<file path="src/magc_defines.vh">
// constants for the mux address and guard control block
// assumes a single 50 MHz system clock and a mode-1 style serial frame
`ifndef MAGC_DEFINES_VH
`define MAGC_DEFINES_VH

// clock and guard tick timing
`define MAGC_CLK_PERIOD_NS   20
`define MAGC_GUARD_TICK_NS   1000

// register indices
`define MAGC_REG_GAIN        5'h00
`define MAGC_REG_GUARD_TMO   5'h03
`define MAGC_REG_DIRECTION   5'h08
`define MAGC_REG_SPECIAL     5'h0C

// reset values
`define MAGC_GAIN_RESET      8'h18
`define MAGC_ZERO_BYTE       8'h00
`define MAGC_GUARD_TMO_RESET 8'h01
`define MAGC_CHECK_DEFAULT   8'h00

// gain register fields
`define MAGC_GAIN_UNITY      8'h18
`define MAGC_CHAN_MSB        2
`define MAGC_CHAN_LSB        0
`define MAGC_GAINF_MSB       7
`define MAGC_GAINF_LSB       3

// command byte decode
`define MAGC_CMD_OP_MSB      7
`define MAGC_CMD_OP_LSB      5
`define MAGC_CMD_ADDR_MSB    4
`define MAGC_CMD_ADDR_LSB    0
`define MAGC_OP_WRITE        3'h2
`define MAGC_OP_WRITE_GUARD  3'h3
`define MAGC_OP_READ         3'h4

// special-function and pin positions
`define MAGC_SF_CHAN0        0
`define MAGC_SF_CHAN2        2
`define MAGC_SF_TRIG         4
`define MAGC_SF_GUARD        5
`define MAGC_PIN_TRIG        4
`define MAGC_PIN_GUARD       5
`define MAGC_GPIO_WIDTH      8

// frame and shift counts
`define MAGC_BIT_LAST        3'h7
`define MAGC_BIT_ZERO        3'h0
`define MAGC_READ_BITS       16

`endif

</file>
<file path="src/magc_mux_guard.v">
// serial register slave with mux addressing and input guard control
// assumes host drives sdi on rising sclk; all pins are asynchronous to clock
// assumes sclk holds each level for at least four system clocks
`timescale 1ns/1ps
`include "magc_defines.vh"

module magc_mux_guard #(
  parameter GUARD_TICK_CYCLES = `MAGC_GUARD_TICK_NS / `MAGC_CLK_PERIOD_NS,
  parameter GPIO_WIDTH        = `MAGC_GPIO_WIDTH
) (
  input  wire                  clock,
  input  wire                  rst_b,
  input  wire                  sclk,
  input  wire                  csB,
  input  wire                  sdi,
  output wire                  sdo,
  output wire                  sdoOe,
  input  wire [GPIO_WIDTH-1:0] gpioIn,
  output wire [GPIO_WIDTH-1:0] gpioOut,
  output wire [GPIO_WIDTH-1:0] gpioOe,
  output wire [4:0]            gainCode,
  output wire                  guardActive
);

  localparam PH_CMD   = 3'd0;
  localparam PH_WDATA = 3'd1;
  localparam PH_WCHK  = 3'd2;
  localparam PH_RD1   = 3'd3;
  localparam PH_RD2   = 3'd4;
  localparam PH_SKIP  = 3'd5;

  // pin synchronisers, first stage read only by the second
  reg [2:0]            sclkSync_reg;
  reg [2:0]            csSync_reg;
  reg [1:0]            sdiSync_reg;
  reg [GPIO_WIDTH-1:0] gpioMeta_reg;
  reg [GPIO_WIDTH-1:0] gpioSync_reg;

  reg [2:0]            phase_reg;
  reg [2:0]            phase_next;
  reg [2:0]            bitCnt_reg;
  reg [7:0]            shiftIn_reg;
  reg [4:0]            addr_reg;
  reg [15:0]           shiftOut_reg;
  reg                  sdoOe_reg;

  reg [7:0]            gain_reg;
  reg [7:0]            guardTmo_reg;
  reg [7:0]            direction_reg;
  reg [7:0]            special_reg;
  reg [2:0]            chanPins_reg;
  reg [GPIO_WIDTH-1:0] gpioOut_reg;
  reg [GPIO_WIDTH-1:0] gpioOe_reg;
  reg                  armPulse_reg;
  reg                  startPulse_reg;
  reg [7:0]            readData;

  wire                 sclkFall;
  wire                 sclkRise;
  wire                 csRise;
  wire                 csLow;
  wire [7:0]           byteIn;
  wire                 byteDone;
  wire [2:0]           cmdOp;
  wire                 guardNow;
  wire                 extTrigger;
  wire                 cmdDone;
  wire                 readLoad;
  wire                 readEnd;
  wire                 readStep;

  assign sclkFall = csLow && sclkSync_reg[2] && !sclkSync_reg[1];
  assign sclkRise = csLow && !sclkSync_reg[2] && sclkSync_reg[1];
  assign csRise   = !csSync_reg[2] && csSync_reg[1];
  assign csLow    = !csSync_reg[1];
  assign byteIn   = {shiftIn_reg[6:0], sdiSync_reg[1]};
  assign byteDone = sclkFall && (bitCnt_reg == `MAGC_BIT_LAST);
  assign cmdOp    = byteIn[`MAGC_CMD_OP_MSB:`MAGC_CMD_OP_LSB];
  assign cmdDone  = byteDone && (phase_reg == PH_CMD);
  assign readLoad = cmdDone && (cmdOp == `MAGC_OP_READ);
  assign readEnd  = byteDone && (phase_reg == PH_RD2);
  // first rising edge of the read window already shows bit 15
  assign readStep = sclkRise && (phase_reg == PH_RD2 ||
                    (phase_reg == PH_RD1 && bitCnt_reg != `MAGC_BIT_ZERO));

  always @(posedge clock) begin
    if (!rst_b) begin
      sclkSync_reg <= 3'h0;
      csSync_reg   <= 3'h7;
      sdiSync_reg  <= 2'h0;
      gpioMeta_reg <= {GPIO_WIDTH{1'b0}};
      gpioSync_reg <= {GPIO_WIDTH{1'b0}};
    end else begin
      sclkSync_reg <= {sclkSync_reg[1:0], sclk};
      csSync_reg   <= {csSync_reg[1:0], csB};
      sdiSync_reg  <= {sdiSync_reg[0], sdi};
      gpioMeta_reg <= gpioIn;
      gpioSync_reg <= gpioMeta_reg;
    end
  end

  // read mux over the implemented registers, others read zero
  always @* begin
    case (byteIn[`MAGC_CMD_ADDR_MSB:`MAGC_CMD_ADDR_LSB])
      `MAGC_REG_GAIN:      readData = gain_reg;
      `MAGC_REG_GUARD_TMO: readData = guardTmo_reg;
      `MAGC_REG_DIRECTION: readData = direction_reg;
      `MAGC_REG_SPECIAL:   readData = special_reg;
      default:             readData = `MAGC_ZERO_BYTE;
    endcase
  end

  // byte phase sequencing within one frame
  always @* begin
    phase_next = phase_reg;
    case (phase_reg)
      PH_CMD: begin
        if (cmdOp == `MAGC_OP_WRITE || cmdOp == `MAGC_OP_WRITE_GUARD)
          phase_next = PH_WDATA;
        else if (cmdOp == `MAGC_OP_READ)
          phase_next = PH_RD1;
        else
          phase_next = PH_SKIP; // unsupported commands idle out the frame
      end
      PH_WDATA: phase_next = PH_WCHK;
      PH_WCHK:  phase_next = PH_CMD; // check byte always ignored
      PH_RD1:   phase_next = PH_RD2;
      PH_RD2:   phase_next = PH_CMD;
      PH_SKIP:  phase_next = PH_SKIP;
      default:  phase_next = PH_CMD;
    endcase
  end

  always @(posedge clock) begin
    if (!rst_b) begin
      phase_reg    <= PH_CMD;
      bitCnt_reg   <= `MAGC_BIT_ZERO;
      shiftIn_reg  <= `MAGC_ZERO_BYTE;
      addr_reg     <= 5'h00;
      armPulse_reg <= 1'b0;
    end else if (!csLow) begin
      // a partial byte at frame close is dropped here
      phase_reg    <= PH_CMD;
      bitCnt_reg   <= `MAGC_BIT_ZERO;
      armPulse_reg <= 1'b0;
    end else begin
      armPulse_reg <= 1'b0;
      if (sclkFall) begin
        shiftIn_reg <= byteIn;
        bitCnt_reg  <= bitCnt_reg + 3'h1;
      end
      if (byteDone)
        phase_reg <= phase_next;
      if (cmdDone) begin
        addr_reg <= byteIn[`MAGC_CMD_ADDR_MSB:`MAGC_CMD_ADDR_LSB];
        if (cmdOp == `MAGC_OP_WRITE_GUARD)
          armPulse_reg <= 1'b1;
      end
    end
  end

  // read shifter, loaded by the read command and emptied over sixteen clocks
  always @(posedge clock) begin
    if (!rst_b) begin
      shiftOut_reg <= 16'h0000;
      sdoOe_reg    <= 1'b0;
    end else if (!csLow) begin
      sdoOe_reg    <= 1'b0;
    end else if (readLoad) begin
      shiftOut_reg <= {readData, `MAGC_CHECK_DEFAULT};
      sdoOe_reg    <= 1'b1;
    end else begin
      if (readEnd)
        sdoOe_reg <= 1'b0;
      if (readStep)
        shiftOut_reg <= {shiftOut_reg[14:0], 1'b0};
    end
  end

  // register writes land on the data byte
  always @(posedge clock) begin
    if (!rst_b) begin
      gain_reg      <= `MAGC_GAIN_RESET;
      guardTmo_reg  <= `MAGC_GUARD_TMO_RESET;
      direction_reg <= `MAGC_ZERO_BYTE;
      special_reg   <= `MAGC_ZERO_BYTE;
    end else if (byteDone && phase_reg == PH_WDATA) begin
      case (addr_reg)
        `MAGC_REG_GAIN:      gain_reg      <= byteIn;
        `MAGC_REG_GUARD_TMO: guardTmo_reg  <= byteIn;
        `MAGC_REG_DIRECTION: direction_reg <= byteIn;
        `MAGC_REG_SPECIAL:   special_reg   <= byteIn;
        default: begin
        end
      endcase
    end
  end

  // channel pins move only on frame close so the guard leads the transient
  always @(posedge clock) begin
    if (!rst_b) begin
      chanPins_reg   <= 3'h0;
      startPulse_reg <= 1'b0;
    end else begin
      startPulse_reg <= csRise;
      if (csRise)
        chanPins_reg <= gain_reg[`MAGC_CHAN_MSB:`MAGC_CHAN_LSB];
      else
        chanPins_reg <= chanPins_reg;
    end
  end

  // trigger only counts when its pin is assigned and left an input
  assign extTrigger = special_reg[`MAGC_SF_TRIG] && !direction_reg[`MAGC_PIN_TRIG] &&
                      gpioSync_reg[`MAGC_PIN_TRIG];

  magc_guard_timer #(
    .TICK_CYCLES (GUARD_TICK_CYCLES)
  ) guardTimer (
    .clock       (clock),
    .rst_b       (rst_b),
    .armPulse    (armPulse_reg),
    .startPulse  (startPulse_reg),
    .extTrigger  (extTrigger),
    .timeout     (guardTmo_reg),
    .guardActive (guardNow)
  );

  // per-pin function select, registered; the function is fixed per pin at elaboration
  // so the three-bit channel latch is never indexed past its width
  genvar pin;
  generate
    for (pin = 0; pin < GPIO_WIDTH; pin = pin + 1) begin : pinMux
      always @(posedge clock) begin
        if (!rst_b)
          gpioOe_reg[pin] <= 1'b0;
        else
          gpioOe_reg[pin] <= direction_reg[pin];
      end
      if (pin >= `MAGC_SF_CHAN0 && pin <= `MAGC_SF_CHAN2) begin : chanPin
        always @(posedge clock) begin
          if (!rst_b)
            gpioOut_reg[pin] <= 1'b0;
          else if (special_reg[pin])
            gpioOut_reg[pin] <= chanPins_reg[pin];
          else
            gpioOut_reg[pin] <= 1'b0;
        end
      end else if (pin == `MAGC_PIN_GUARD) begin : guardPin
        always @(posedge clock) begin
          if (!rst_b)
            gpioOut_reg[pin] <= 1'b0;
          else if (special_reg[`MAGC_SF_GUARD])
            gpioOut_reg[pin] <= guardNow;
          else
            gpioOut_reg[pin] <= 1'b0;
        end
      end else begin : plainPin
        always @(posedge clock) begin
          gpioOut_reg[pin] <= 1'b0;
        end
      end
    end
  endgenerate

  assign gpioOut     = gpioOut_reg;
  assign gpioOe      = gpioOe_reg;
  assign sdo         = shiftOut_reg[15];
  assign sdoOe       = sdoOe_reg;
  assign gainCode    = gain_reg[`MAGC_GAINF_MSB:`MAGC_GAINF_LSB];
  assign guardActive = guardNow;

endmodule // magc_mux_guard

</file>
<file path="src/magc_guard_timer.v">
// guard timer: holds the guard active and times it out
// assumes arm, start and trigger are already in the system clock domain
`timescale 1ns/1ps
`include "magc_defines.vh"

module magc_guard_timer #(
  parameter TICK_CYCLES = `MAGC_GUARD_TICK_NS / `MAGC_CLK_PERIOD_NS
) (
  input  wire       clock,
  input  wire       rst_b,
  input  wire       armPulse,
  input  wire       startPulse,
  input  wire       extTrigger,
  input  wire [7:0] timeout,
  output wire       guardActive
);

  reg        activeReg;
  reg        pendingReg;
  reg [7:0]  countReg;
  reg [31:0] tickReg;
  wire       tickDone;

  assign tickDone    = (tickReg == TICK_CYCLES - 1);
  assign guardActive = activeReg;

  always @(posedge clock) begin
    if (!rst_b) begin
      activeReg  <= 1'b0;
      pendingReg <= 1'b0;
      countReg   <= `MAGC_ZERO_BYTE;
      tickReg    <= 32'h0000_0000;
    end else if (armPulse) begin
      // active from the command byte, but held until the frame closes
      activeReg  <= 1'b1;
      pendingReg <= 1'b1;
      tickReg    <= 32'h0000_0000;
    end else if (extTrigger) begin
      activeReg  <= 1'b1;
      pendingReg <= 1'b0;
      countReg   <= timeout;
      tickReg    <= 32'h0000_0000;
    end else if (startPulse && pendingReg) begin
      pendingReg <= 1'b0;
      countReg   <= timeout;
      tickReg    <= 32'h0000_0000;
    end else if (activeReg && !pendingReg) begin
      if (tickDone) begin
        tickReg <= 32'h0000_0000;
        if (countReg == `MAGC_ZERO_BYTE)
          activeReg <= 1'b0;
        else
          countReg <= countReg - 8'h01;
      end else begin
        tickReg <= tickReg + 32'h0000_0001;
      end
    end
  end

endmodule // magc_guard_timer

</file>
<file path="config.mk">
export PLATFORM = sky130hd
export DESIGN_NAME = magc_mux_guard
export DESIGN_NICKNAME = d
export VERILOG_FILES = /design/src/magc_mux_guard.v /design/src/magc_guard_timer.v
export VERILOG_INCLUDE_DIRS = /design/src
export SDC_FILE = /design/constraint.sdc
export NUM_CORES = 1
export LEC_CHECK = 0
export ABC_AREA = 0
export BUFFER_PORTS_ARGS = -buffer_cell sky130_fd_sc_hd__buf_2
export CAP_MARGIN = 20
export CORE_ASPECT_RATIO = 1.1
export CORE_MARGIN = 2
export CORE_UTILIZATION = 45
export CTS_BUF_LIST = sky130_fd_sc_hd__clkbuf_2 sky130_fd_sc_hd__clkbuf_4 sky130_fd_sc_hd__clkbuf_8
export CTS_CLUSTER_SIZE = 30
export DETAILED_ROUTE_END_ITERATION = 12
export HOLD_SLACK_MARGIN = 0.06
export PLACE_DENSITY = 0.58
export RECOVER_POWER = 25
export SLEW_MARGIN = 10
export SYNTH_ARGS = -nofsm -noshare
export SYNTH_HDL_FRONTEND = slang
export SYNTH_SLANG_ARGS = --single-unit
</file>
<file path="constraint.sdc">
create_clock -name clock -period 7 [get_ports clock]
set_clock_uncertainty 0.15 [all_clocks]
set_input_delay 1.4 -clock clock [delete_from_list [all_inputs] [get_ports clock]]
set_output_delay 1.4 -clock clock [all_outputs]
set_load 0.01 [all_outputs]
</file>
==> results <==
- The share of the core filled with cells in the final layout is roughly 51%.
- Summed over all layers, the routed wires come to between 10 and 15 mm.
- Summing over every cut layer, the via total after detailed routing is roughly 4400.
- The highest fanout seen on the critical path is 56.
- The root buffer cell is sky130_fd_sc_hd__clkbuf_8.
- The post-detailed-route DRC marker count is 0.
- The first global-routing pass estimated between 20 and 25 mm of wire.
- TritonCTS built the clock tree.
- The total of cells resized after clock tree synthesis is 0.
- The flip-flop count of the largest register after layout is 32.
- After detailed routing, the number of vias per cell comes to between 5 and 6.
- After synthesis, the share of flip-flops with an asynchronous set or reset is 0%.
- The post-route clock period utilization is about 58%.
- The final-report max-slew violation count is 57.
- The number of synthesis warnings is 0.
- The synthesized design contains 128 register bits.
- The areal power density over the cells is approximately 240 nW/um2.
- The relative contribution of sequential cells to total power is slightly below 50%.
- The flip-flop cell with the highest count after synthesis is sky130_fd_sc_hd__dfxtp_1.
- Averaged over all synthesized cells, the footprint is between 8 and 9 um2.
- Of the cells placed in the final design, the portion with a size suffix greater than 1 is 12.4%.
- Adding up every negative setup slack in the final design gives 0 ns.
- Of the total power, the clock network draws 49.7%.
- The number of distinct standard cells referenced by the synthesized netlist is 63.
- The insertion delay to the later sink of the worst-skew pair is around 0.44 ns.
- The floorplan die area is about 14000 um2.
- The maximum number of buffers from clock root to sink is 2.
- In this run the post-CTS setup repair buffer count came out at 0.
- The run finished, with violations left.
- Traced cell by cell, the critical path runs through clkbuf_1 -> inv_1 -> clkbuf_1 -> nor2_1.
- For this run, the post-layout net count is approximately 660.
- Across the VDD grid, the largest voltage drop is between 150 and 200 uV.
- In this run the count of I/O pins placed on the die edge is 37.
- The count of endpoints failing setup in the final report is 0.
- Net switching is a little over a fifth of the power.
- From left edge to right edge, the die measures roughly 110 um.
- The total routing usage reported by global routing is between 15 and 20%.
- The min-delay analysis places its worst path in the category reg -> reg.
- Clock-pin slew was measured on the worst setup and hold paths at roughly 0.080 ns.
- Ranked by flip-flop count, first place goes to guardTimer.tickReg.
- The quantity of hold-fixing buffers added after cts is 0.
- The vertical die dimension is approximately 120 um.
- Counting the buffers created by CTS gives 17.
- The final count of hold timing violations is 0.
- The count of placed standard cells including taps is ~800.
- The max-capacitance violation count is 1.
- The synthesis-to-finish area growth is 11.0%.
- The half-perimeter wire length of the detailed placement result is 8.53 mm.
- The number of diodes is 0.
- STA classifies the critical path startpoint as a primary input.
- The share of synthesized area in the top cell type comes to between 40% and 50%.
- The worst setup path is of the in -> reg kind.
- At the end of routability-driven placement, the weighted congestion stood at just over 0.8.
- The required time of the critical path is just over 7 ns.
- The area of the placeable core is approximately 12000 um2.
- For the worst setup path, the data arrival time is 4.13 ns.
- The worst slew slack as a fraction of its limit is -66.0%.
- The count of buffers added on input and output ports is 25.
- In this run the remaining antenna-violating nets after routing total 0.
- The via count of the first global-routing pass was 4283.
- Setup repair after global routing left no endpoint under its margin.
- The detailed-route wire length per cell is 15.7 um.
- The internal portion of the total power is roughly 0.0012 W.
- The H-tree was split into 4 levels.
- The worst setup path is captured at a flop.
- The initial antenna violation count is 0.
- Of the total power, combinational logic draws roughly 1.5%.
- The initial standard-cell utilization of the core is between 40% and 50%.
- The cell area that synthesis handed to floorplanning was 5700 um2.
- For this design the static power due to leakage is between 2 and 2.5 nW.
- The timing-limited maximum frequency is around 250 MHz.
- Entering global routing, the biggest net connects 57 pins.
- For the pin with the worst max-slew slack, the measured transition is 2.49 ns.
- The number of sinks driven by the clock tree is around 130.
- The count of flip-flops with a built-in enable after synthesis is 0.
- For this run the aggregate overflow at the end of global routing stands at 0.
- The largest single stage delay on the critical path is 1.79 ns.
- The detailed router finished its first iteration with roughly 260 violations.
- Counting every instance in the synthesized netlist gives between 600 and 700.
- The checks that failed: capacitance limit, slew limit.
- The most frequent cell on the critical path is sky130_fd_sc_hd__clkbuf_1.
- The dominant cell type by area after synthesis is sky130_fd_sc_hd__dfxtp_1.
- The number of iterations in the first detailed-routing pass is 4.
- The analysis attributes to net switching a power of about 0.00032 W.
- The cell type of the slowest stage on the worst timing path is sky130_fd_sc_hd__clkbuf_1.
- The final standard cell count with taps included and fillers excluded is just over 800.
- After synthesis, the cell types taking the most area are sky130_fd_sc_hd__dfxtp_1 45%, sky130_fd_sc_hd__mux2i_1 6.5%, sky130_fd_sc_hd__nor2_1 5.3%.
- The final critical path time including I/O delays and setup is 4.05 ns.
- Of the synthesized area, sequential elements account for around 45%.
- Row generation in the floorplan step produced 43 rows.
==> cells in the mapped netlist (9+ instances only) <==
master and count:
sky130_fd_sc_hd__nand4_1 18, sky130_fd_sc_hd__inv_1 11, sky130_fd_sc_hd__nor3_1 14, sky130_fd_sc_hd__and3_1 18, sky130_fd_sc_hd__dfxtp_1 128, sky130_fd_sc_hd__buf_4 10, sky130_fd_sc_hd__a21oi_1 37, sky130_fd_sc_hd__xnor2_1 10
sky130_fd_sc_hd__clkbuf_1 25, sky130_fd_sc_hd__o21ai_0 10, sky130_fd_sc_hd__nand3_1 11, sky130_fd_sc_hd__xor2_1 21, sky130_fd_sc_hd__nand2b_1 9, sky130_fd_sc_hd__and2_1 17, sky130_fd_sc_hd__nor4_1 9, sky130_fd_sc_hd__nand2_1 55
sky130_fd_sc_hd__mux2i_1 37, sky130_fd_sc_hd__nor2_1 80
==> cell type report <==
class	count	area (um2)
tap	157	196
inverter	12	45.0
fill	1201	6160
clock buffer	19	262
multi-input combinational	452	2900
timing repair buffer	30	158
sequential	128	2560
clock inverter	13	208
==> path summary, 6_finish.rpt <==
check,from,endpoint,slack (ns),depth (start not counted)
hold reg to reg,csSync_reg[0],csSync_reg[1],0.26,1
hold / removal,csSync_reg[0],csSync_reg[1],0.26,1
setup reg to reg,bitCnt_reg[1],shiftOut_reg[11],3.85,7
setup / recovery,rst_b,shiftIn_reg[0],2.95,4
==> routing by layer <==
layer | part of all wire, % | wire [um] | vias to the layer above | GRT usage, %
met5 | 0 | 0 | - | 0
met4 | 1.2 | 159 | 0 | 6.94
met3 | 3.8 | 480 | 12 | 5.52
met2 | 47 | 6050 | 78 | 31.4
met1 | 48 | 6070 | 2099 | 25.4
li1 | - | - | 2216 | -
==> power groups by stage <==
stage / Combinational, W / Clock (W) / Sequential (W)
final: 0.0000219 / 0.000744 / 0.000733
after global routing: 0.0000247 / 0.000789 / 0.000733
after CTS: 0.0000225 / 0.000760 / 0.000733
after detailed placement: 0.0000224 / 0 / 0.000750
after global placement: 0.0000223 / 0 / 0.000750
after floorplan: 0.0000180 / 0 / 0.000748
==> critical path, delay by kind of cell <==
kind                   cells  cell delay [ns]
buffers and inverters      3             2.53
AND/OR/NAND/NOR            1             0.17
==> kinds of logic after synthesis <==
group	after synthesis	share of synthesized area, %
and+or+nand+nor	269	24.8
AOI/OAI and AO/OA	96	10.9
DFF	128	45.0
muxes	45	8.14
other	1	0.0658
xor gates and xnor gates	31	4.76
buffers and inverters	57	4.85
adders and majority gates	7	1.54
==> cell usage in the layout, fill, tap and decap left out, types with 7 or more instances in the layout <==
master	instances
sky130_fd_sc_hd__a21oi_1	37
sky130_fd_sc_hd__mux2i_1	37
sky130_fd_sc_hd__buf_2	24
sky130_fd_sc_hd__xor2_1	21
sky130_fd_sc_hd__and3_1	18
sky130_fd_sc_hd__o21ai_0	10
sky130_fd_sc_hd__clkbuf_8	19
sky130_fd_sc_hd__nand3_1	11
sky130_fd_sc_hd__nor2_1	80
sky130_fd_sc_hd__ha_1	7
sky130_fd_sc_hd__nor3_1	14
sky130_fd_sc_hd__nor4_1	9
sky130_fd_sc_hd__nand2_1	55
sky130_fd_sc_hd__a22oi_1	7
sky130_fd_sc_hd__inv_1	11
sky130_fd_sc_hd__a22o_1	7
sky130_fd_sc_hd__nand4_1	18
sky130_fd_sc_hd__a211oi_1	8
sky130_fd_sc_hd__nand2b_1	9
sky130_fd_sc_hd__and2_0	8
sky130_fd_sc_hd__xnor2_1	10
sky130_fd_sc_hd__and2_1	9
sky130_fd_sc_hd__dfxtp_1	128
sky130_fd_sc_hd__a21o_1	8
sky130_fd_sc_hd__mux2_2	7
==> stage by stage <==
| stage | power [W] | cell area, um2 | setup WS [ns] | hold slack [ns] |
|---|---|---|---|---|
| final | 0.00150 | 6330 | 2.95 | 0.256 |
| after global routing | 0.00155 | 6330 | 2.60 | 0.280 |
| after CTS | 0.00151 | 6330 | 3.87 | 0.264 |
| after detailed placement | 0.000772 | 5860 | 3.74 | 0.251 |
| after global placement | 0.000772 | 5860 | 3.76 | 0.247 |
| after floorplan | 0.000766 | 5710 | 4.64 | 0.236 |
Note: power is estimated with default switching activity, not from simulation.
